[config.mk]
export PLATFORM = sky130hd
export DESIGN_NAME = mpcr_cap_regs
export DESIGN_NICKNAME = d
export VERILOG_FILES = /design/src/shared/mpcr_pkg.sv /design/src/shared/mpcr_msg_if.sv /design/src/design/mpcr_cap_regs.sv /design/src/design/mpcr_msg_former.sv
export SDC_FILE = /design/constraint.sdc
export NUM_CORES = 1
export LEC_CHECK = 0
export BUFFER_PORTS_ARGS = -buffer_cell sky130_fd_sc_hd__buf_2
export CORE_UTILIZATION = 35
export DETAILED_ROUTE_END_ITERATION = 7
export PLACE_DENSITY = 0.62
export SLEW_MARGIN = 0
export SYNTH_ARGS = -nofsm -noshare
export SYNTH_HDL_FRONTEND = slang
export SYNTH_HIERARCHICAL = 1
export SYNTH_SLANG_ARGS = --single-unit
export TNS_END_PERCENT = 50
[constraint.sdc]
create_clock -name sys_clk -period 1.2 [get_ports sys_clk]
set_input_delay 0.12 -clock sys_clk [delete_from_list [all_inputs] [get_ports sys_clk]]
set_output_delay 0.12 -clock sys_clk [all_outputs]
set_load 0.1 [all_outputs]
[src/shared/mpcr_pkg.sv]
package mpcr_pkg;

  // dword indices of the configuration windows of this block
  localparam logic [3:0]  MPCR_IDX_MSI_CTRL   = 4'h0;  // msi id, link, control
  localparam logic [3:0]  MPCR_IDX_MSI_ADDR_L = 4'h1;  // msi_target_address_low
  localparam logic [3:0]  MPCR_IDX_MSI_ADDR_H = 4'h2;  // msi_target_address_high
  localparam logic [3:0]  MPCR_IDX_MSI_DATA   = 4'h3;  // msi_payload
  localparam logic [3:0]  MPCR_IDX_PCIX_CMD   = 4'h4;  // id, link, pcix_command_control
  localparam logic [3:0]  MPCR_IDX_PCIX_STAT  = 4'h5;  // pcix_status_report

  // fixed identifier values
  localparam logic [7:0]  MPCR_MSI_CAP_ID     = 8'h05;
  localparam logic [7:0]  MPCR_PCIX_CAP_ID    = 8'h07;
  localparam logic [7:0]  MPCR_NEXT_PTR_RST   = 8'h00;  // arbitrary default link value

  // message control fields (bit positions inside the 16-bit control half and field codes)
  localparam int          MPCR_MC_EN_BIT      = 0;
  localparam int          MPCR_MC_64_BIT      = 7;
  localparam logic [2:0]  MPCR_MC_MMC_VAL     = 3'h0;  // one vector requested
  localparam logic [2:0]  MPCR_MC_MME_RST     = 3'h0;

  // pcix command fields
  localparam int          MPCR_CMD_RECOV_BIT  = 0;
  localparam logic [2:0]  MPCR_CMD_SPLIT_RST  = 3'h0;
  localparam logic [1:0]  MPCR_CMD_RDBC_RST   = 2'h0;

  // pcix status bit positions and fixed codes
  localparam int          MPCR_ST_SPLIT_ERR   = 29;
  localparam int          MPCR_ST_UNEXP       = 19;
  localparam int          MPCR_ST_DISCARD     = 18;
  localparam logic [2:0]  MPCR_ST_CUM_READ    = 3'h1;  // 2 kbytes
  localparam logic [2:0]  MPCR_ST_DES_SPLIT   = 3'h4;  // eight
  localparam logic [1:0]  MPCR_ST_DES_RDBC    = 2'h2;  // 2048 bytes
  localparam logic        MPCR_ST_COMPLEX     = 1'b0;  // simple device

  // decoded split limits and read byte counts
  localparam logic [3:0]  MPCR_SPLIT_1        = 4'h1;
  localparam logic [3:0]  MPCR_SPLIT_2        = 4'h2;
  localparam logic [3:0]  MPCR_SPLIT_3        = 4'h3;
  localparam logic [3:0]  MPCR_SPLIT_4        = 4'h4;
  localparam logic [3:0]  MPCR_SPLIT_8        = 4'h8;
  localparam logic [11:0] MPCR_RDBC_512       = 12'h200;
  localparam logic [11:0] MPCR_RDBC_1024      = 12'h400;
  localparam logic [11:0] MPCR_RDBC_2048      = 12'h800;

  // strap capture delay after reset release (cycles through the synchroniser)
  localparam logic [1:0]  MPCR_STRAP_WAIT     = 2'h2;

  // message former states
  typedef enum logic {MPCR_MSG_IDLE, MPCR_MSG_WAIT} mpcr_msg_state_t;

endpackage

[src/shared/mpcr_msg_if.sv]
`timescale 1ns/100ps
interface mpcr_msg_if;
  logic        fire;      // one-cycle request to form a message write
  logic [29:0] addr_lo;   // message address bits [31:2]
  logic [31:0] addr_hi;   // upper address, zero selects 32-bit addressing
  logic [15:0] payload;   // message data low half
  logic        busy;      // former holds an unacknowledged message

  modport regs   (output fire, output addr_lo, output addr_hi, output payload, input busy);
  modport former (input fire, input addr_lo, input addr_hi, input payload, output busy);
endinterface

[src/design/mpcr_cap_regs.sv]
`timescale 1ns/100ps
module mpcr_cap_regs
  import mpcr_pkg::*;
(
  input  wire logic   sys_clk,
  input  wire logic   reset,
  input  wire logic   cfg_wr_en,
  input  wire logic   cfg_rd_en,
  input  wire logic [3:0]  cfg_index,
  input  wire logic [3:0]  cfg_be,
  input  wire logic [31:0] cfg_wdata,
  output logic [31:0] cfg_rdata,
  output logic        cfg_rd_valid,
  input  wire logic   cfg_type0_cap,
  input  wire logic [7:0]  cap_bus_num,
  input  wire logic [4:0]  cap_dev_num,
  input  wire logic [2:0]  cap_func_num,
  input  wire logic   speed_strap_pin,
  input  wire logic   width_strap_pin,
  input  wire logic   pcix_mode,
  input  wire logic   master_dpe_flag,
  input  wire logic   split_err_msg_evt,
  input  wire logic   unexp_split_evt,
  input  wire logic   split_discard_evt,
  input  wire logic   seq_prepare,
  output logic [3:0]  seq_split_limit,
  output logic [11:0] seq_read_bytes,
  input  wire logic   irq_request,
  output logic        legacy_interrupt_pins_n,
  output logic        serr_n,
  input  wire logic   msg_ack,
  output logic        msg_valid,
  output logic [63:0] msg_addr,
  output logic        msg_dac,
  output logic [31:0] msg_data
);

  mpcr_msg_if msg_bus ();  // carrier to the message former

  // software-visible state
  logic        msi_en_reg,      msi_en_next;      // message enable
  logic [2:0]  msi_mme_reg,     msi_mme_next;     // messages allocated
  logic [29:0] addr_lo_reg,     addr_lo_next;     // msi_target_address_low [31:2]
  logic [31:0] addr_hi_reg,     addr_hi_next;     // msi_target_address_high
  logic [15:0] payload_reg,     payload_next;     // msi_payload
  logic [2:0]  split_code_reg,  split_code_next;  // command split limit code
  logic [1:0]  rdbc_code_reg,   rdbc_code_next;   // command read byte count code
  logic        recov_en_reg,    recov_en_next;    // parity recovery enable
  logic        st_err_reg,      st_err_next;      // received split error flag
  logic        st_unexp_reg,    st_unexp_next;    // unexpected split flag
  logic        st_disc_reg,     st_disc_next;     // discarded split flag
  logic [7:0]  bus_num_reg,     bus_num_next;     // captured bus number
  logic [4:0]  dev_num_reg,     dev_num_next;     // captured device number
  logic [2:0]  func_num_reg,    func_num_next;    // captured function number

  // strap handling
  logic [1:0]  spd_sync_reg,    wid_sync_reg;     // two-stage synchronisers
  logic [1:0]  strap_cnt_reg,   strap_cnt_next;   // wait after reset release
  logic        strap_done_reg,  strap_done_next;  // straps captured
  logic        cap133_reg,      cap133_next;      // 133 MHz capable
  logic        cap64_reg,       cap64_next;       // 64-bit device

  // outputs and side logic
  logic [31:0] rdata_reg,       rdata_next;       // read data
  logic        rd_valid_reg,    rd_valid_next;    // read answer strobe
  logic [3:0]  seq_split_reg,   seq_split_next;   // limit bound to a sequence
  logic [11:0] seq_rdbc_reg,    seq_rdbc_next;    // read count bound to a sequence
  logic        dpe_prev_reg,    dpe_prev_next;    // parity status last cycle
  logic        serr_n_reg,      serr_n_next;      // serr request, active low
  logic        irq_prev_reg,    irq_prev_next;    // interrupt request last cycle
  logic        pend_reg,        pend_next;        // message awaiting the former
  logic        fire_reg,        fire_next;        // one-cycle start to the former
  logic        legacy_n_reg,    legacy_n_next;    // legacy pin, active low

  logic [15:0] msi_ctrl;     // assembled message control half
  logic [15:0] pcix_cmd;     // assembled command half
  logic [31:0] pcix_stat;    // assembled status dword
  logic        wr_cmd;       // write hits the command byte
  logic        wr_stat;      // write hits the status dword

  // byte-enable merge of a write into a dword
  function automatic logic [31:0] be_merge(input logic [31:0] old_val,
                                           input logic [31:0] new_val,
                                           input logic [3:0]  be);
    logic [31:0] res;
    res = old_val;
    for (int i = 0; i < 4; i++) begin
      if (be[i]) begin
        res[i*8 +: 8] = new_val[i*8 +: 8];
      end
    end
    return res;
  endfunction

  // read images of the capability fields
  always_comb begin
    msi_ctrl                 = 16'h0000;
    msi_ctrl[MPCR_MC_EN_BIT] = msi_en_reg;
    msi_ctrl[3:1]            = MPCR_MC_MMC_VAL;
    msi_ctrl[6:4]            = msi_mme_reg;
    msi_ctrl[MPCR_MC_64_BIT] = 1'b1;
    pcix_cmd                     = 16'h0000;
    pcix_cmd[6:4]                = split_code_reg;
    pcix_cmd[3:2]                = rdbc_code_reg;
    pcix_cmd[MPCR_CMD_RECOV_BIT] = recov_en_reg;
    pcix_stat                    = 32'h0000_0000;
    pcix_stat[MPCR_ST_SPLIT_ERR] = st_err_reg;
    pcix_stat[28:26]             = MPCR_ST_CUM_READ;
    pcix_stat[25:23]             = MPCR_ST_DES_SPLIT;
    pcix_stat[22:21]             = MPCR_ST_DES_RDBC;
    pcix_stat[20]                = MPCR_ST_COMPLEX;
    pcix_stat[MPCR_ST_UNEXP]     = st_unexp_reg;
    pcix_stat[MPCR_ST_DISCARD]   = st_disc_reg;
    pcix_stat[17]                = cap133_reg;
    pcix_stat[16]                = cap64_reg;
    pcix_stat[15:0]              = {bus_num_reg, dev_num_reg, func_num_reg};
  end

  assign wr_cmd  = cfg_wr_en && (cfg_index == MPCR_IDX_PCIX_CMD) && cfg_be[2];
  assign wr_stat = cfg_wr_en && (cfg_index == MPCR_IDX_PCIX_STAT);

  // register file writes and hardware updates
  always_comb begin
    logic [31:0] m;
    m               = 32'h0;
    msi_en_next     = msi_en_reg;
    msi_mme_next    = msi_mme_reg;
    addr_lo_next    = addr_lo_reg;
    addr_hi_next    = addr_hi_reg;
    payload_next    = payload_reg;
    split_code_next = split_code_reg;
    rdbc_code_next  = rdbc_code_reg;
    recov_en_next   = recov_en_reg;
    bus_num_next    = bus_num_reg;
    dev_num_next    = dev_num_reg;
    func_num_next   = func_num_reg;
    if (cfg_wr_en) begin
      case (cfg_index)
        MPCR_IDX_MSI_CTRL: begin
          // only enable and allocation bits are writable
          if (cfg_be[2]) begin
            msi_en_next  = cfg_wdata[16 + MPCR_MC_EN_BIT];
            msi_mme_next = cfg_wdata[22:20];
          end
        end
        MPCR_IDX_MSI_ADDR_L: begin
          // low two bits stay zero whatever is written
          m            = be_merge({addr_lo_reg, 2'b00}, cfg_wdata, cfg_be);
          addr_lo_next = m[31:2];
        end
        MPCR_IDX_MSI_ADDR_H: begin
          addr_hi_next = be_merge(addr_hi_reg, cfg_wdata, cfg_be);
        end
        MPCR_IDX_MSI_DATA: begin
          m            = be_merge({16'h0000, payload_reg}, cfg_wdata, cfg_be);
          payload_next = m[15:0];
        end
        MPCR_IDX_PCIX_CMD: begin
          // id and link bytes are read-only
          if (wr_cmd) begin
            split_code_next = cfg_wdata[22:20];
            rdbc_code_next  = cfg_wdata[19:18];
            recov_en_next   = cfg_wdata[16 + MPCR_CMD_RECOV_BIT];
          end
        end
        default: begin
          // status and unmapped indices hold no plain storage
          m = 32'h0;
        end
      endcase
    end
    // identity taken from type 0 configuration cycles
    if (cfg_type0_cap) begin
      bus_num_next  = cap_bus_num;
      dev_num_next  = cap_dev_num;
      func_num_next = cap_func_num;
    end
  end

  // sticky status flags: set beats a simultaneous clear
  always_comb begin
    st_err_next   = st_err_reg;
    st_unexp_next = st_unexp_reg;
    st_disc_next  = st_disc_reg;
    if (wr_stat && cfg_be[3] && cfg_wdata[MPCR_ST_SPLIT_ERR]) begin
      st_err_next = 1'b0;
    end
    if (wr_stat && cfg_be[2] && cfg_wdata[MPCR_ST_UNEXP]) begin
      st_unexp_next = 1'b0;
    end
    if (wr_stat && cfg_be[2] && cfg_wdata[MPCR_ST_DISCARD]) begin
      st_disc_next = 1'b0;
    end
    if (split_err_msg_evt) begin
      st_err_next = 1'b1;
    end
    if (unexp_split_evt) begin
      st_unexp_next = 1'b1;
    end
    if (split_discard_evt) begin
      st_disc_next = 1'b1;
    end
  end

  // strap capture a fixed delay after reset release; low pin sets the bit
  always_comb begin
    strap_cnt_next  = strap_cnt_reg;
    strap_done_next = strap_done_reg;
    cap133_next     = cap133_reg;
    cap64_next      = cap64_reg;
    if (!strap_done_reg) begin
      if (strap_cnt_reg == MPCR_STRAP_WAIT) begin
        cap133_next     = ~spd_sync_reg[1];
        cap64_next      = ~wid_sync_reg[1];
        strap_done_next = 1'b1;
      end else begin
        strap_cnt_next = strap_cnt_reg + 2'h1;
      end
    end
  end

  // read path, sequence binding, serr and interrupt routing
  always_comb begin
    rdata_next     = rdata_reg;
    rd_valid_next  = cfg_rd_en;
    seq_split_next = seq_split_reg;
    seq_rdbc_next  = seq_rdbc_reg;
    dpe_prev_next  = master_dpe_flag;
    serr_n_next    = 1'b1;
    irq_prev_next  = irq_request;
    pend_next      = pend_reg;
    fire_next      = 1'b0;
    legacy_n_next  = 1'b1;
    if (cfg_rd_en) begin
      case (cfg_index)
        MPCR_IDX_MSI_CTRL:   rdata_next = {msi_ctrl, MPCR_NEXT_PTR_RST, MPCR_MSI_CAP_ID};
        MPCR_IDX_MSI_ADDR_L: rdata_next = {addr_lo_reg, 2'b00};
        MPCR_IDX_MSI_ADDR_H: rdata_next = addr_hi_reg;
        MPCR_IDX_MSI_DATA:   rdata_next = {16'h0000, payload_reg};
        MPCR_IDX_PCIX_CMD:   rdata_next = {pcix_cmd, MPCR_NEXT_PTR_RST, MPCR_PCIX_CAP_ID};
        MPCR_IDX_PCIX_STAT:  rdata_next = pcix_stat;
        default:             rdata_next = 32'h0000_0000;
      endcase
    end
    // settings are frozen per sequence at preparation time
    if (seq_prepare) begin
      case (split_code_reg)
        3'h0:    seq_split_next = MPCR_SPLIT_1;
        3'h1:    seq_split_next = MPCR_SPLIT_2;
        3'h2:    seq_split_next = MPCR_SPLIT_3;
        3'h3:    seq_split_next = MPCR_SPLIT_4;
        3'h4:    seq_split_next = MPCR_SPLIT_8;
        default: seq_split_next = MPCR_SPLIT_1;  // reserved codes fall back to one
      endcase
      case (rdbc_code_reg)
        2'h0:    seq_rdbc_next = MPCR_RDBC_512;
        2'h1:    seq_rdbc_next = MPCR_RDBC_1024;
        2'h2:    seq_rdbc_next = MPCR_RDBC_2048;
        default: seq_rdbc_next = MPCR_RDBC_512;  // reserved code falls back to 512
      endcase
    end
    // new master parity error without recovery in pcix mode
    if (master_dpe_flag && !dpe_prev_reg && !recov_en_reg && pcix_mode) begin
      serr_n_next = 1'b0;
    end
    // legacy pin only while messages are disabled
    if (irq_request && !msi_en_reg) begin
      legacy_n_next = 1'b0;
    end
    // a new request becomes one message write when enabled and none is pending
    if (irq_request && !irq_prev_reg && msi_en_reg) begin
      pend_next = 1'b1;
    end
    if (pend_reg && !msg_bus.busy && !fire_reg) begin
      fire_next = 1'b1;
      pend_next = 1'b0;
    end
  end

  // registers of every group
  always_ff @(posedge sys_clk) begin
    if (reset) begin
      msi_en_reg     <= 1'b0;
      msi_mme_reg    <= MPCR_MC_MME_RST;
      addr_lo_reg    <= 30'h0;
      addr_hi_reg    <= 32'h0;
      payload_reg    <= 16'h0;
      split_code_reg <= MPCR_CMD_SPLIT_RST;
      rdbc_code_reg  <= MPCR_CMD_RDBC_RST;
      recov_en_reg   <= 1'b0;
      st_err_reg     <= 1'b0;
      st_unexp_reg   <= 1'b0;
      st_disc_reg    <= 1'b0;
      bus_num_reg    <= 8'h0;
      dev_num_reg    <= 5'h0;
      func_num_reg   <= 3'h0;
      spd_sync_reg   <= 2'h0;
      wid_sync_reg   <= 2'h0;
      strap_cnt_reg  <= 2'h0;
      strap_done_reg <= 1'b0;
      cap133_reg     <= 1'b0;
      cap64_reg      <= 1'b0;
      rdata_reg      <= 32'h0;
      rd_valid_reg   <= 1'b0;
      seq_split_reg  <= MPCR_SPLIT_1;
      seq_rdbc_reg   <= MPCR_RDBC_512;
      dpe_prev_reg   <= 1'b0;
      serr_n_reg     <= 1'b1;
      irq_prev_reg   <= 1'b0;
      pend_reg       <= 1'b0;
      fire_reg       <= 1'b0;
      legacy_n_reg   <= 1'b1;
    end else begin
      msi_en_reg     <= msi_en_next;
      msi_mme_reg    <= msi_mme_next;
      addr_lo_reg    <= addr_lo_next;
      addr_hi_reg    <= addr_hi_next;
      payload_reg    <= payload_next;
      split_code_reg <= split_code_next;
      rdbc_code_reg  <= rdbc_code_next;
      recov_en_reg   <= recov_en_next;
      st_err_reg     <= st_err_next;
      st_unexp_reg   <= st_unexp_next;
      st_disc_reg    <= st_disc_next;
      bus_num_reg    <= bus_num_next;
      dev_num_reg    <= dev_num_next;
      func_num_reg   <= func_num_next;
      spd_sync_reg   <= {spd_sync_reg[0], speed_strap_pin};
      wid_sync_reg   <= {wid_sync_reg[0], width_strap_pin};
      strap_cnt_reg  <= strap_cnt_next;
      strap_done_reg <= strap_done_next;
      cap133_reg     <= cap133_next;
      cap64_reg      <= cap64_next;
      rdata_reg      <= rdata_next;
      rd_valid_reg   <= rd_valid_next;
      seq_split_reg  <= seq_split_next;
      seq_rdbc_reg   <= seq_rdbc_next;
      dpe_prev_reg   <= dpe_prev_next;
      serr_n_reg     <= serr_n_next;
      irq_prev_reg   <= irq_prev_next;
      pend_reg       <= pend_next;
      fire_reg       <= fire_next;
      legacy_n_reg   <= legacy_n_next;
    end
  end

  // carrier into the message former
  assign msg_bus.fire    = fire_reg;
  assign msg_bus.addr_lo = addr_lo_reg;
  assign msg_bus.addr_hi = addr_hi_reg;
  assign msg_bus.payload = payload_reg;

  // message write builder
  mpcr_msg_former u_former (
    .sys_clk   (sys_clk),
    .reset     (reset),
    .msg       (msg_bus),
    .msg_ack   (msg_ack),
    .msg_valid (msg_valid),
    .msg_addr  (msg_addr),
    .msg_dac   (msg_dac),
    .msg_data  (msg_data)
  );

  assign cfg_rdata               = rdata_reg;
  assign cfg_rd_valid            = rd_valid_reg;
  assign seq_split_limit         = seq_split_reg;
  assign seq_read_bytes          = seq_rdbc_reg;
  assign serr_n                  = serr_n_reg;
  assign legacy_interrupt_pins_n = legacy_n_reg;

endmodule // mpcr_cap_regs

[src/design/mpcr_msg_former.sv]
`timescale 1ns/100ps
module mpcr_msg_former
  import mpcr_pkg::*;
(
  input  wire logic   sys_clk,
  input  wire logic   reset,
  mpcr_msg_if.former  msg,
  input  wire logic   msg_ack,
  output logic        msg_valid,
  output logic [63:0] msg_addr,
  output logic        msg_dac,
  output logic [31:0] msg_data
);

  mpcr_msg_state_t state_reg, state_next;  // idle or waiting for ack
  logic [63:0]     addr_reg,  addr_next;   // captured message address
  logic            dac_reg,   dac_next;    // 64-bit address phase needed
  logic [31:0]     data_reg,  data_next;   // captured dword payload

  // next-state logic for the message write
  always_comb begin
    state_next = state_reg;
    addr_next  = addr_reg;
    dac_next   = dac_reg;
    data_next  = data_reg;
    case (state_reg)
      MPCR_MSG_IDLE: begin
        // capture the message image on a request
        if (msg.fire) begin
          addr_next  = {msg.addr_hi, msg.addr_lo, 2'b00};
          dac_next   = (msg.addr_hi != 32'h0000_0000);
          data_next  = {16'h0000, msg.payload};
          state_next = MPCR_MSG_WAIT;
        end
      end
      MPCR_MSG_WAIT: begin
        // hold until the bus master takes the write
        if (msg_ack) begin
          state_next = MPCR_MSG_IDLE;
        end
      end
      default: begin
        state_next = MPCR_MSG_IDLE;
      end
    endcase
  end

  // state registers
  always_ff @(posedge sys_clk) begin
    if (reset) begin
      state_reg <= MPCR_MSG_IDLE;
      addr_reg  <= 64'h0;
      dac_reg   <= 1'b0;
      data_reg  <= 32'h0;
    end else begin
      state_reg <= state_next;
      addr_reg  <= addr_next;
      dac_reg   <= dac_next;
      data_reg  <= data_next;
    end
  end

  assign msg_valid = (state_reg == MPCR_MSG_WAIT);
  assign msg.busy  = (state_reg == MPCR_MSG_WAIT);
  assign msg_addr  = addr_reg;
  assign msg_dac   = dac_reg;
  assign msg_data  = data_reg;

endmodule // mpcr_msg_former

==> impl_summary.log, run 1 <==
[metrics] outcome: complete, but fails checks
[metrics] failing checks: setup timing
[metrics] vertical extent of the die: approximately 170 um
[metrics] class of the most critical hold timing path: in2reg
[metrics] synthesized instance count: approximately 1100
[metrics] cell types occupying the most area after synthesis: dfxtp_1, nand2_1, mux2i_1
[metrics] count of buffers inserted at the top-level ports: about 190
[metrics] min cycle time layout: approximately 1.4 ns
[metrics] relative slew slack: between 40% and 50%
[metrics] Crit. End Element: flop
[metrics] clock sink count: ~240
[metrics] accumulated negative setup slack: -6.613 ns
[metrics] Top delay family on crit path: buffers and inverters
[metrics] static leakage: approximately 7.0 nW
[metrics] most common library cells after synthesis: nand2_1, dfxtp_1, a21oi_1
[metrics] RSZ-0062 raised after global routing: yes
[metrics] fin worst setup slack: -0.1691 ns
[metrics] via count: around 9000
[metrics] maxcap violations: 0
[metrics] mapped cell area: 9564 um2
[metrics] Clock Pin Slew Worst Setup and Hold Paths: 0.06 ns
[metrics] number of antenna violations at the first check in global routing: 1
[metrics] Avg WL per Cell: 17.94 um
[metrics] Mapped Avg Cell Area: about 8.6 um2
[metrics] remaining routing DRC violations: 0
[metrics] Max Buffers Root-to-Sink: 3
[metrics] Total Power Consumption: roughly 19 mW
[metrics] cell at the slowest stage of the critical path: dfxtp_2
[metrics] core region area: around 27000 um2
[metrics] design area: roughly 16000 um2
[metrics] power density over the cells: approximately 1200 nW/um2
[metrics] # IOs: 220
[metrics] count of buffer and inverter cells on the critical path: 3
[metrics] post-detailed-placement half-perimeter wirelength: roughly 22 mm
[metrics] most repeated cell in the gate-level netlist after synthesis: nand2_1
[metrics] startpoint types: flop
[metrics] Synth area leader: dfxtp_1
[metrics] Top cell by count, worst path: buf_12
[metrics] top-area cell type share of the netlist area: about half
[metrics] Worst Max-Slew Pin Slew: between 0.7 and 0.8 ns
[metrics] Largest register FFs: 62
[metrics] number of nets in the layout: between 1500 and 2000
[metrics] achievable frequency: roughly 730 MHz
[metrics] post-synthesis async set-or-reset flop share: 0%
[metrics] Setup CP Type: reg2reg
[metrics] Worst EP required: around 1.7 ns
[metrics] global router's overall resource usage: between 20% and 30%
[metrics] initial core utilization: 35.59%
[metrics] sequential cell area fraction in the yosys report: about half
[metrics] clock latency of the later-clocked register in the worst-skew pair: around 0.53 ns
[metrics] DR pass1 iterations: 5
[metrics] final worst clock skew: between 0.01 and 0.015 ns
[metrics] peak fanout along the critical path: 7
[metrics] VDD IR-drop max: around 0.99 mV
[metrics] post-route ant nets: 0
[metrics] share of layout cells above drive strength 1: 42.03%
[metrics] growth of design area from synthesis to finish: 68.03%
[metrics] crit path DAT: between 1.5 and 2 ns
[metrics] clock tree from TritonCTS: yes
[metrics] yosys synthesis warning count: 6
[metrics] flip-flop and latch count after synthesis: about 240
[metrics] Crit path largest cell delay: approximately 0.33 ns
[metrics] number of global-route vias before repair: 8672
[metrics] max-slew violation count: 0
[metrics] library cell used as clock root buffer: clkbuf_16
[metrics] Synth Flop Type: dfxtp_1
[metrics] placed cell area: around 13000 um2
[metrics] pin count of the biggest net entering global routing: between 80 and 90
[metrics] number of synthesized flops with an enable pin: 0
[metrics] Die Footprint: around 28000 um2
[metrics] Initial DRC Count: around 570
[metrics] TritonCTS Buffers: 26
[metrics] CTS H-Tree Depth: 1
[metrics] distinct cell type count after synthesis: 53
[metrics] final weighted congestion in routability-driven placement: 0.8454
[metrics] number of hold-slack violations in the final timing report: 0
[metrics] DIE WIDTH: ~170 um
[metrics] first-pass GRT wire length: ~47 mm
[metrics] total wire length: 32.48 mm
[metrics] ratio of final minimum period to clock period: 114.1%
[metrics] Final Setup Violations: 80
[metrics] overall overflow remaining after global route: 0
[metrics] number of rows created at floorplan: 60
[metrics] cells along the critical path: buf_6 -> nor2b_4 -> buf_12 -> buf_12 -> nand2_2 -> a21oi_1
[metrics] detailed-route vias per instance: around 5.0
tightest hold or removal path, delay by kind of cell:
kind	cells	cell delay [ns]
AND/OR/NAND/NOR	1	0.17
buffers and inverters	2	0.26
layout by cell type, fill, tap and decap left out, types with 3 or more instances in the layout:
master and instances:
mux2i_1 84, dfxtp_4 32, nand2_1 206, clkbuf_16 34, inv_1 7, buf_12 141, nand3b_1 7, bufinv_16 4
dfxtp_2 92, dfxtp_1 118, clkinvlp_4 4, o21ai_0 13, a22oi_1 19, and3_1 6, clkbuf_1 3, buf_8 3
a21o_1 4, dlygate4sd3_1 62, a211oi_1 4, a21oi_2 53, a21oi_1 109, clkinv_2 5, o21ai_1 11, conb_1 27
nor4_1 6, nor2_1 97, nand2_2 12, buf_2 69, buf_4 97, a22o_1 6, nand4_1 4, nor2b_1 10
nand2_4 39, nor3_1 3, clkbuf_8 4, nand2b_1 4, nand3_1 17, buf_6 4
layer usage:
layer	global-route usage (%)	wire [um]	vias to the layer above	share of wire [%]
met5	0	0	-	0
met4	5.305	753	0	2.3
met3	3.049	1555	46	4.8
met2	36.92	16300	270	50
met1	27.02	13870	4347	43
li1	-	-	4379	-
cells by family after synthesis:
logic type	share of synthesized area (%)
AOI/OAI and AO/OA	13.11
xor gates and xnor gates	0.1832
adders and majority gates	0.3925
buffers and inverters	6.358
DFF	50.65
muxes	8.909
other	0.07852
and+or+nand+nor	20.32
final timing paths:
path	start	endpoint	slack [ns]	cells after the start
max	u_former/msg.busy	u_former/msg_data[8]	-0.17	6
max reg2reg	u_former/msg.busy	u_former/msg_data[8]	-0.17	6
min	cfg_rd_en	cfg_rd_valid	0.06	3
min reg2reg	wid_sync_reg[1]	cap64_reg	0.41	1
through the flow:
step	util [%]	worst slack [ns]	hold WS, ns	cells
6_report	59.80	-0.1691	0.05544	1810
2_1_floorplan	-	-0.04239	0.1918	1139
4_1_cts	56.45	-0.08424	0.02801	1795
3_5_place_dp	48.95	-0.2382	0.2996	1681
3_3_place_gp	48.95	-0.2371	0.2979	1681
5_1_grt	59.80	-0.1740	0.06984	1810
timing repair:
| item | CTS | global route |
|---|---|---|
| pin swaps | 1 | 70 |
| resized for setup | 151 | 185 |
| hold buffers | 62 | 0 |
| buffers inserted | 4 | 7 |
| endpoints found under the hold margin | 124 | 0 |
| endpoints found under the setup margin | 151 | 162 |
| cloned | 0 | 7 |
area by class of cell:
type,instances,area [um2]
well taps,341,426.7
multi-input cells,787,4800
repair buffers,384,4810
fillers,2244,10810
inverters,7,26.28
flip-flops and latches,242,5080
clock buffers,34,742.0
clock inverters,14,183.9
diodes,1,2.502
report_power, final:
part / total (mW) / internal [mW] / leakage, nW / switching (mW)
Combinational: 1.84 / 0.676 / 4.52 / 1.17
Clock: 8.59 / 5.22 / 0.446 / 3.36
Sequential: 8.22 / 8.11 / 2.03 / 0.111
Total: 18.6 / 14.0 / 6.99 / 4.64
(Power assumes the default switching activity.)
==> inputs of run 2 (changes only) <==
--- a/config.mk
+++ b/config.mk
@@ -5,6 +5,7 @@
 export SDC_FILE = /design/constraint.sdc
 export NUM_CORES = 1
 export LEC_CHECK = 0
+export ABC_AREA = 1
 export BUFFER_PORTS_ARGS = -buffer_cell sky130_fd_sc_hd__buf_2
 export CORE_UTILIZATION = 35
 export DETAILED_ROUTE_END_ITERATION = 7
==> impl_summary.log, run 2 <==
[metrics] outcome: complete, but fails checks
[metrics] failing checks: setup timing
[metrics] switching power as a share of total power: about 25%
[metrics] commonest non-fill, non-tap cell in the layout: nor2_1
[metrics] peak fanout along the critical path: 2
[metrics] clock share of power: 44.7%
[metrics] Synth area leader: dfxtp_1
[metrics] sequential cell fraction of total power: between 40% and 50%
[metrics] crit path DAT: 1.13 ns
[metrics] static leakage: 5.846 nW
[metrics] Max Buffers Root-to-Sink: 3
[metrics] overall overflow remaining after global route: 0
[metrics] worst r2r dst: u_former/msg_addr[40]
[metrics] Storage cell area: roughly 5100 um2
[metrics] number of rows created at floorplan: 60
[metrics] distinct cell type count after synthesis: 35
[metrics] number of global-route vias before repair: 8705
[metrics] min cycle time layout: approximately 1.2 ns
[metrics] growth of design area from synthesis to finish: 56.63%
[metrics] final weighted congestion in routability-driven placement: 0.9046
[metrics] Filler Cell Count: 2387
[metrics] Min-Delay Startpoint: reset
[metrics] post-route ant nets: 0
[metrics] post-synthesis async set-or-reset flop share: 0%
[metrics] vertical extent of the die: 167.7 um
[metrics] sequential cell area fraction in the yosys report: between 50% and 60%
[metrics] worst setup slack after placement: -0.2354 ns
[metrics] clock sink count: between 200 and 250
[metrics] Crit path largest cell delay: ~0.34 ns
[metrics] pin count of the biggest net entering global routing: slightly below 60
[metrics] Clock Pin Slew Worst Setup and Hold Paths: ~0.060 ns
[metrics] total wire length: 31.66 mm
[metrics] TritonCTS Buffers: 26
[metrics] startpoint types: flop
[metrics] placed cell area: roughly 13000 um2
[metrics] combinational power share: a little under an eighth
[metrics] post-detailed-placement half-perimeter wirelength: 22.96 mm
[metrics] number of antenna violations at the first check in global routing: 1
[metrics] number of hold-slack violations in the final timing report: 0
[metrics] final worst clock skew: around 0.0094 ns
[metrics] number of synthesized flops with an enable pin: 0
[metrics] initial core utilization: between 30% and 40%
[metrics] flip-flop and latch count after synthesis: approximately 240
[metrics] remaining routing DRC violations: 0
[metrics] synthesized instance count: roughly 1300
[metrics] clock tree from TritonCTS: yes
[metrics] count of buffers inserted at the top-level ports: between 150 and 200
[metrics] Crit Reg-Reg Startpoint: u_former/msg.busy
[metrics] design area: between 15000 and 20000 um2
[metrics] DR pass1 iterations: 5
[metrics] cell at the slowest stage of the critical path: dfxtp_2
[metrics] fin worst setup slack: -0.04715 ns
[metrics] Avg WL per Cell: between 15 and 20 um
[metrics] yosys synthesis warning count: 6
[metrics] Crit. End Element: primary output
[metrics] core region area: roughly 27000 um2
[metrics] # IOs: 220
[metrics] max-slew violation count: 0
[metrics] worst hold path stage count: 5
[metrics] ratio of final minimum period to clock period: 103.9%
[metrics] power density over the cells: 1250 nW/um2
[metrics] R2R depth: 6
[metrics] CTS H-Tree Depth: 1
[metrics] Synth Flop Type: dfxtp_1
[metrics] slack of the worst reg-to-reg path: 0.04 ns
[metrics] top-area cell type share of the netlist area: between 50% and 60%
[metrics] most repeated cell in the gate-level netlist after synthesis: dfxtp_1
[metrics] via count: 9480
[metrics] cell types occupying the most area after synthesis: dfxtp_1, o21ai_0, nor2_1
[metrics] number of nets in the layout: 1629
[metrics] share of layout cells above drive strength 1: 30.64%
[metrics] Final Setup Violations: 6
[metrics] VDD IR-drop max: between 0.8 and 0.9 mV
[metrics] Worst EP required: ~1.1 ns
[metrics] Setup CP Type: reg2out
[metrics] library cell used as clock root buffer: clkbuf_16
[metrics] maxcap violations: 0
[metrics] most frequent cells in the layout: nor2_1, o21ai_0, a21oi_1
[metrics] most common library cells after synthesis: dfxtp_1, nor2_1, o21ai_0
[metrics] cells along the critical path: buf_6 -> buf_12
[metrics] Mapped Avg Cell Area: around 7.6 um2
[metrics] DIE WIDTH: approximately 170 um
[metrics] capture endpoint of the worst hold path: u_former/msg_addr[51]
[metrics] first-pass GRT wire length: 48.71 mm
[metrics] Net Sw Power: 4.791 mW
[metrics] achievable frequency: 801.8 MHz
[metrics] Initial DRC Count: ~750
[metrics] global router's overall resource usage: 21.90%
[metrics] Largest register FFs: 62
[metrics] mapped cell area: roughly 9600 um2
[metrics] clock latency of the later-clocked register in the worst-skew pair: between 0.5 and 0.6 ns
[metrics] RSZ-0062 raised after global routing: yes
[metrics] Die Footprint: between 20000 and 30000 um2
[metrics] Power Internal: 14.03 mW
[metrics] area of the multi-input gates: a little under 4000 um2
[metrics] class of the most critical hold timing path: in2reg
[metrics] detailed-route vias per instance: a little under 5
run 2: cell types whose count changed in the layout (fill, tap and decap cells not counted), moves of 11 or more:
cell,change
a21oi_1,+35
a21oi_2,-53
inv_1,+65
o21ai_2,+11
nand2_4,-39
nand3_1,+95
mux2i_1,-84
o21ai_1,+21
nand2_1,-66
o21ai_0,+141
a22oi_1,-19
nor2_1,+97
buf_4,-21
run 2: layer usage:
layer	global-route usage (%)	routed length (um)
met4	6.023	667
met1	31.13	14790
met2	33.82	14100
met5	0	0
met3	3.971	2101
run 2: critical path: cells and delay by family (launching register included):
kind	cells	cell delay (ns)
flip-flops	1	0.34
buffers and inverters	2	0.26
run 2: worst max-delay path by stage:
stage	from	endpoint	slack, ns	depth (start not counted)
after floorplan	u_former/msg_addr[26]	u_former/msg_addr[26]	-0.007	2
after global placement	cfg_index[0]	cfg_rdata[19]	-0.21	8
after detailed placement	cfg_index[0]	cfg_rdata[21]	-0.24	8
after CTS	u_former/msg.busy	msg_valid	-0.07	2
after global routing	u_former/msg.busy	msg_valid	-0.08	2
final	u_former/msg.busy	msg_valid	-0.05	2
run 2: kinds of logic after synthesis:
family,Yosys count,share of synthesized area [%]
other cells,2,0.07812
buf+inv,189,9.645
simple gates,466,20.20
xor+xnor,1,0.09113
flops,242,50.40
compound gates,355,19.20
fa+ha+maj,3,0.3905
run 2: metrics by stage:
step                      cells  setup TNS (ns)  power (mW)  util [%]  hold slack, ns
final                      1915        -0.06983       18.82     55.87         0.07842
after global routing       1915          -1.301       19.50     55.87         0.08946
after CTS                  1907         -0.3738       18.92     55.29         0.06802
after detailed placement   1797          -9.101       10.41     48.76          0.3152
after global placement     1797          -6.634       10.39     48.76          0.3106
after floorplan            1283         -0.4035       9.788         -          0.1918
run 2: repair_timing:
item | in CTS | in global routing
resized for setup | 107 | 24
endpoints found under the hold margin | 126 | 0
endpoints found under the setup margin | 97 | 136
buffers inserted | 1 | 5
hold buffers | 63 | 0
gates cloned | 0 | 2
run 2: power by group through the flow:
| stage | Sequential [mW] | Clock, mW | Combinational (mW) |
|---|---|---|---|
| final | 8.27 | 8.42 | 2.13 |
| after global routing | 8.29 | 8.92 | 2.28 |
| after CTS | 8.29 | 8.53 | 2.09 |
| after detailed placement | 8.50 | 0 | 1.91 |
| after global placement | 8.50 | 0 | 1.89 |
| after floorplan | 8.71 | 0 | 1.08 |
run 2: area by class of cell:
class | count | share of cell area [%]
clock inverters | 7 | 0.7479
inverters | 84 | 2.127
clock buffers | 39 | 5.252
repair buffers | 349 | 28.97
diodes | 1 | 0.01662
well taps | 341 | 2.834
flip-flops and latches | 242 | 33.71
multi-input cells | 852 | 26.34
==> inputs of run 3 (changes only) <==
--- a/config.mk
+++ b/config.mk
@@ -9,7 +9,6 @@
 export BUFFER_PORTS_ARGS = -buffer_cell sky130_fd_sc_hd__buf_2
 export CORE_UTILIZATION = 35
 export DETAILED_ROUTE_END_ITERATION = 7
-export PLACE_DENSITY = 0.62
 export SLEW_MARGIN = 0
 export SYNTH_ARGS = -nofsm -noshare
 export SYNTH_HDL_FRONTEND = slang
==> impl_summary.log, run 3 (synthesis results as in run 2) <==
[metrics] vertical extent of the die: between 150 and 200 um
[metrics] clock sink count: roughly 240
[metrics] growth of design area from synthesis to finish: 55.72%
[metrics] Worst EP required: ~1.1 ns
[metrics] first-pass GRT wire length: slightly below 50 mm
[metrics] count of buffers inserted at the top-level ports: around 190
[metrics] Die Footprint: 28130 um2
[metrics] achievable frequency: between 700 and 800 MHz
[metrics] pin count of the biggest net entering global routing: 57
[metrics] Initial DRC Count: 705
[metrics] Setup CP Type: reg2out
[metrics] number of hold-slack violations in the final timing report: 0
[metrics] placed cell area: roughly 13000 um2
[metrics] worst r2r dst: u_former/msg_addr[11]
[metrics] first element of the critical path: u_former/msg.busy
[metrics] failing checks: setup timing
[metrics] DR pass1 iterations: 6
[metrics] crit path DAT: 1.13 ns
[metrics] end point of the critical path: msg_valid
[metrics] Diodes inserted: 0
[metrics] maxcap violations: 0
[metrics] final worst clock skew: 0.01819 ns
[metrics] Clock Pin Slew Worst Setup and Hold Paths: approximately 0.060 ns
[metrics] design area: 14970 um2
[metrics] VDD IR-drop max: about 0.80 mV
[metrics] commonest non-fill, non-tap cell in the layout: nor2_1
[metrics] number of rows created at floorplan: 60
[metrics] CTS H-Tree Depth: 1
[metrics] RSZ-0062 raised after global routing: yes
[metrics] static leakage: a little under 6 nW
[metrics] clock tree from TritonCTS: yes
[metrics] Final Setup Violations: 14
[metrics] outcome: complete, but fails checks
[metrics] total wire length: around 31 mm
[metrics] Filler Cell Count: approximately 2400
[metrics] max-slew violation count: 0
[metrics] final weighted congestion in routability-driven placement: approximately 0.90
[metrics] DIE WIDTH: about 170 um
[metrics] power density over the cells: approximately 1300 nW/um2
[metrics] cells along the critical path: buf_6 -> buf_12
[metrics] R2R depth: 6
[metrics] detailed-route vias per instance: 4.916
[metrics] initial core utilization: 35.67%
[metrics] Top delay family on crit path: flip-flops
[metrics] TritonCTS Buffers: 27
[metrics] Crit. End Element: primary output
[metrics] Avg WL per Cell: 16.23 um
[metrics] number of cells on the critical path: 2
[metrics] cell at the slowest stage of the critical path: dfxtp_2
[metrics] Max Buffers Root-to-Sink: 3
[metrics] Total Power Consumption: roughly 19 mW
[metrics] Worst Max-Slew Pin Slew: 0.5987 ns
[metrics] core region area: between 20000 and 30000 um2
[metrics] post-route ant nets: 0
[metrics] peak fanout along the critical path: 2
[metrics] class of the most critical hold timing path: in2reg
[metrics] via count: approximately 9400
[metrics] number of antenna violations at the first check in global routing: 0
[metrics] min cycle time layout: ~1.3 ns
[metrics] overall overflow remaining after global route: 0
[metrics] remaining routing DRC violations: 0
[metrics] Crit path largest cell delay: between 0.3 and 0.4 ns
[metrics] library cell used as clock root buffer: clkbuf_16
[metrics] startpoint types: flop
[metrics] count of buffer and inverter cells on the critical path: 2
[metrics] clock latency of the later-clocked register in the worst-skew pair: 0.54 ns
[metrics] number of global-route vias before repair: between 8000 and 9000
[metrics] # IOs: 220
[metrics] number of nets in the layout: ~1600
[metrics] global router's overall resource usage: between 20% and 30%
[metrics] share of layout cells above drive strength 1: ~30%
[metrics] post-detailed-placement half-perimeter wirelength: around 23 mm
[metrics] ratio of final minimum period to clock period: 104.4%
[metrics] relative slew slack: 60.09%
[metrics] fin worst setup slack: -0.05272 ns
[metrics] Crit Reg-Reg Startpoint: u_former/msg.busy
[metrics] most frequent cells in the layout: nor2_1, o21ai_0, a21oi_1
[metrics] Largest register FFs: 62
[metrics] slack of the worst reg-to-reg path: around 0.040 ns
## run 3: how the worst min path moves through the flow
stage                   start               endpoint  cells after the start
finish                  reset  u_former/msg_addr[53]                      5
global route            reset  u_former/msg_addr[53]                      5
CTS                     reset  u_former/msg_addr[53]                      5
detailed placement  pcix_mode                 serr_n                      2
global placement    pcix_mode                 serr_n                      2
floorplan               reset  u_former/msg_addr[34]                      1
## run 3: layout make-up
cell class | instances | area [um2] | area share (%)
timing repair buffer | 340 | 4282 | 28.60
sequential | 242 | 5066 | 33.84
multi-input combinational | 853 | 3949 | 26.38
inverter | 84 | 322.8 | 2.156
clock buffer | 37 | 753.2 | 5.032
tap | 341 | 426.7 | 2.850
clock inverter | 12 | 170.2 | 1.137
## run 3: routing by layer
| metal | track usage (%) | wire length [um] |
|---|---|---|
| met1 | 31.36 | 14690 |
| met2 | 32.95 | 13730 |
| met3 | 3.616 | 2001 |
| met4 | 5.784 | 567 |
| met5 | 0 | 0 |
## run 3: metrics by stage
stage	cells	hold WS, ns	TNS (ns)	setup slack [ns]	util, %
2_1_floorplan	1283	0.1918	-0.4035	-0.006840	-
3_3_place_gp	1794	0.3116	-11.40	-0.1941	48.73
3_5_place_dp	1794	0.3174	-14.51	-0.2509	48.73
4_1_cts	1907	0.01080	-0.8622	-0.06873	55.20
5_1_grt	1909	0.04157	-1.680	-0.07978	55.54
6_report	1909	0.03034	-0.1345	-0.05272	55.54
## run 3: what timing repair did
action                     CTS  global route
hold endpoints to repair   128             0
setup endpoints to repair  110           161
resized for setup           96            30
gates cloned                 0             2
pin swaps                    0             2
buffers inserted             2             0
hold buffers                62             0
## run 3: where the power goes
| part | switching [mW] | leakage, nW | total [mW] | internal (mW) |
|---|---|---|---|---|
| registers | 0.107 | 2.03 | 8.27 | 8.16 |
| clock network | 3.33 | 0.454 | 8.58 | 5.25 |
| logic | 1.41 | 3.32 | 2.10 | 0.697 |
## run 3: tightest hold or removal path, cell delays in order
cell and delay, ns:
buf_4 0.11, inv_2 0.06, buf_12 0.16, o21ai_2 0.06, nor2_1 0.03
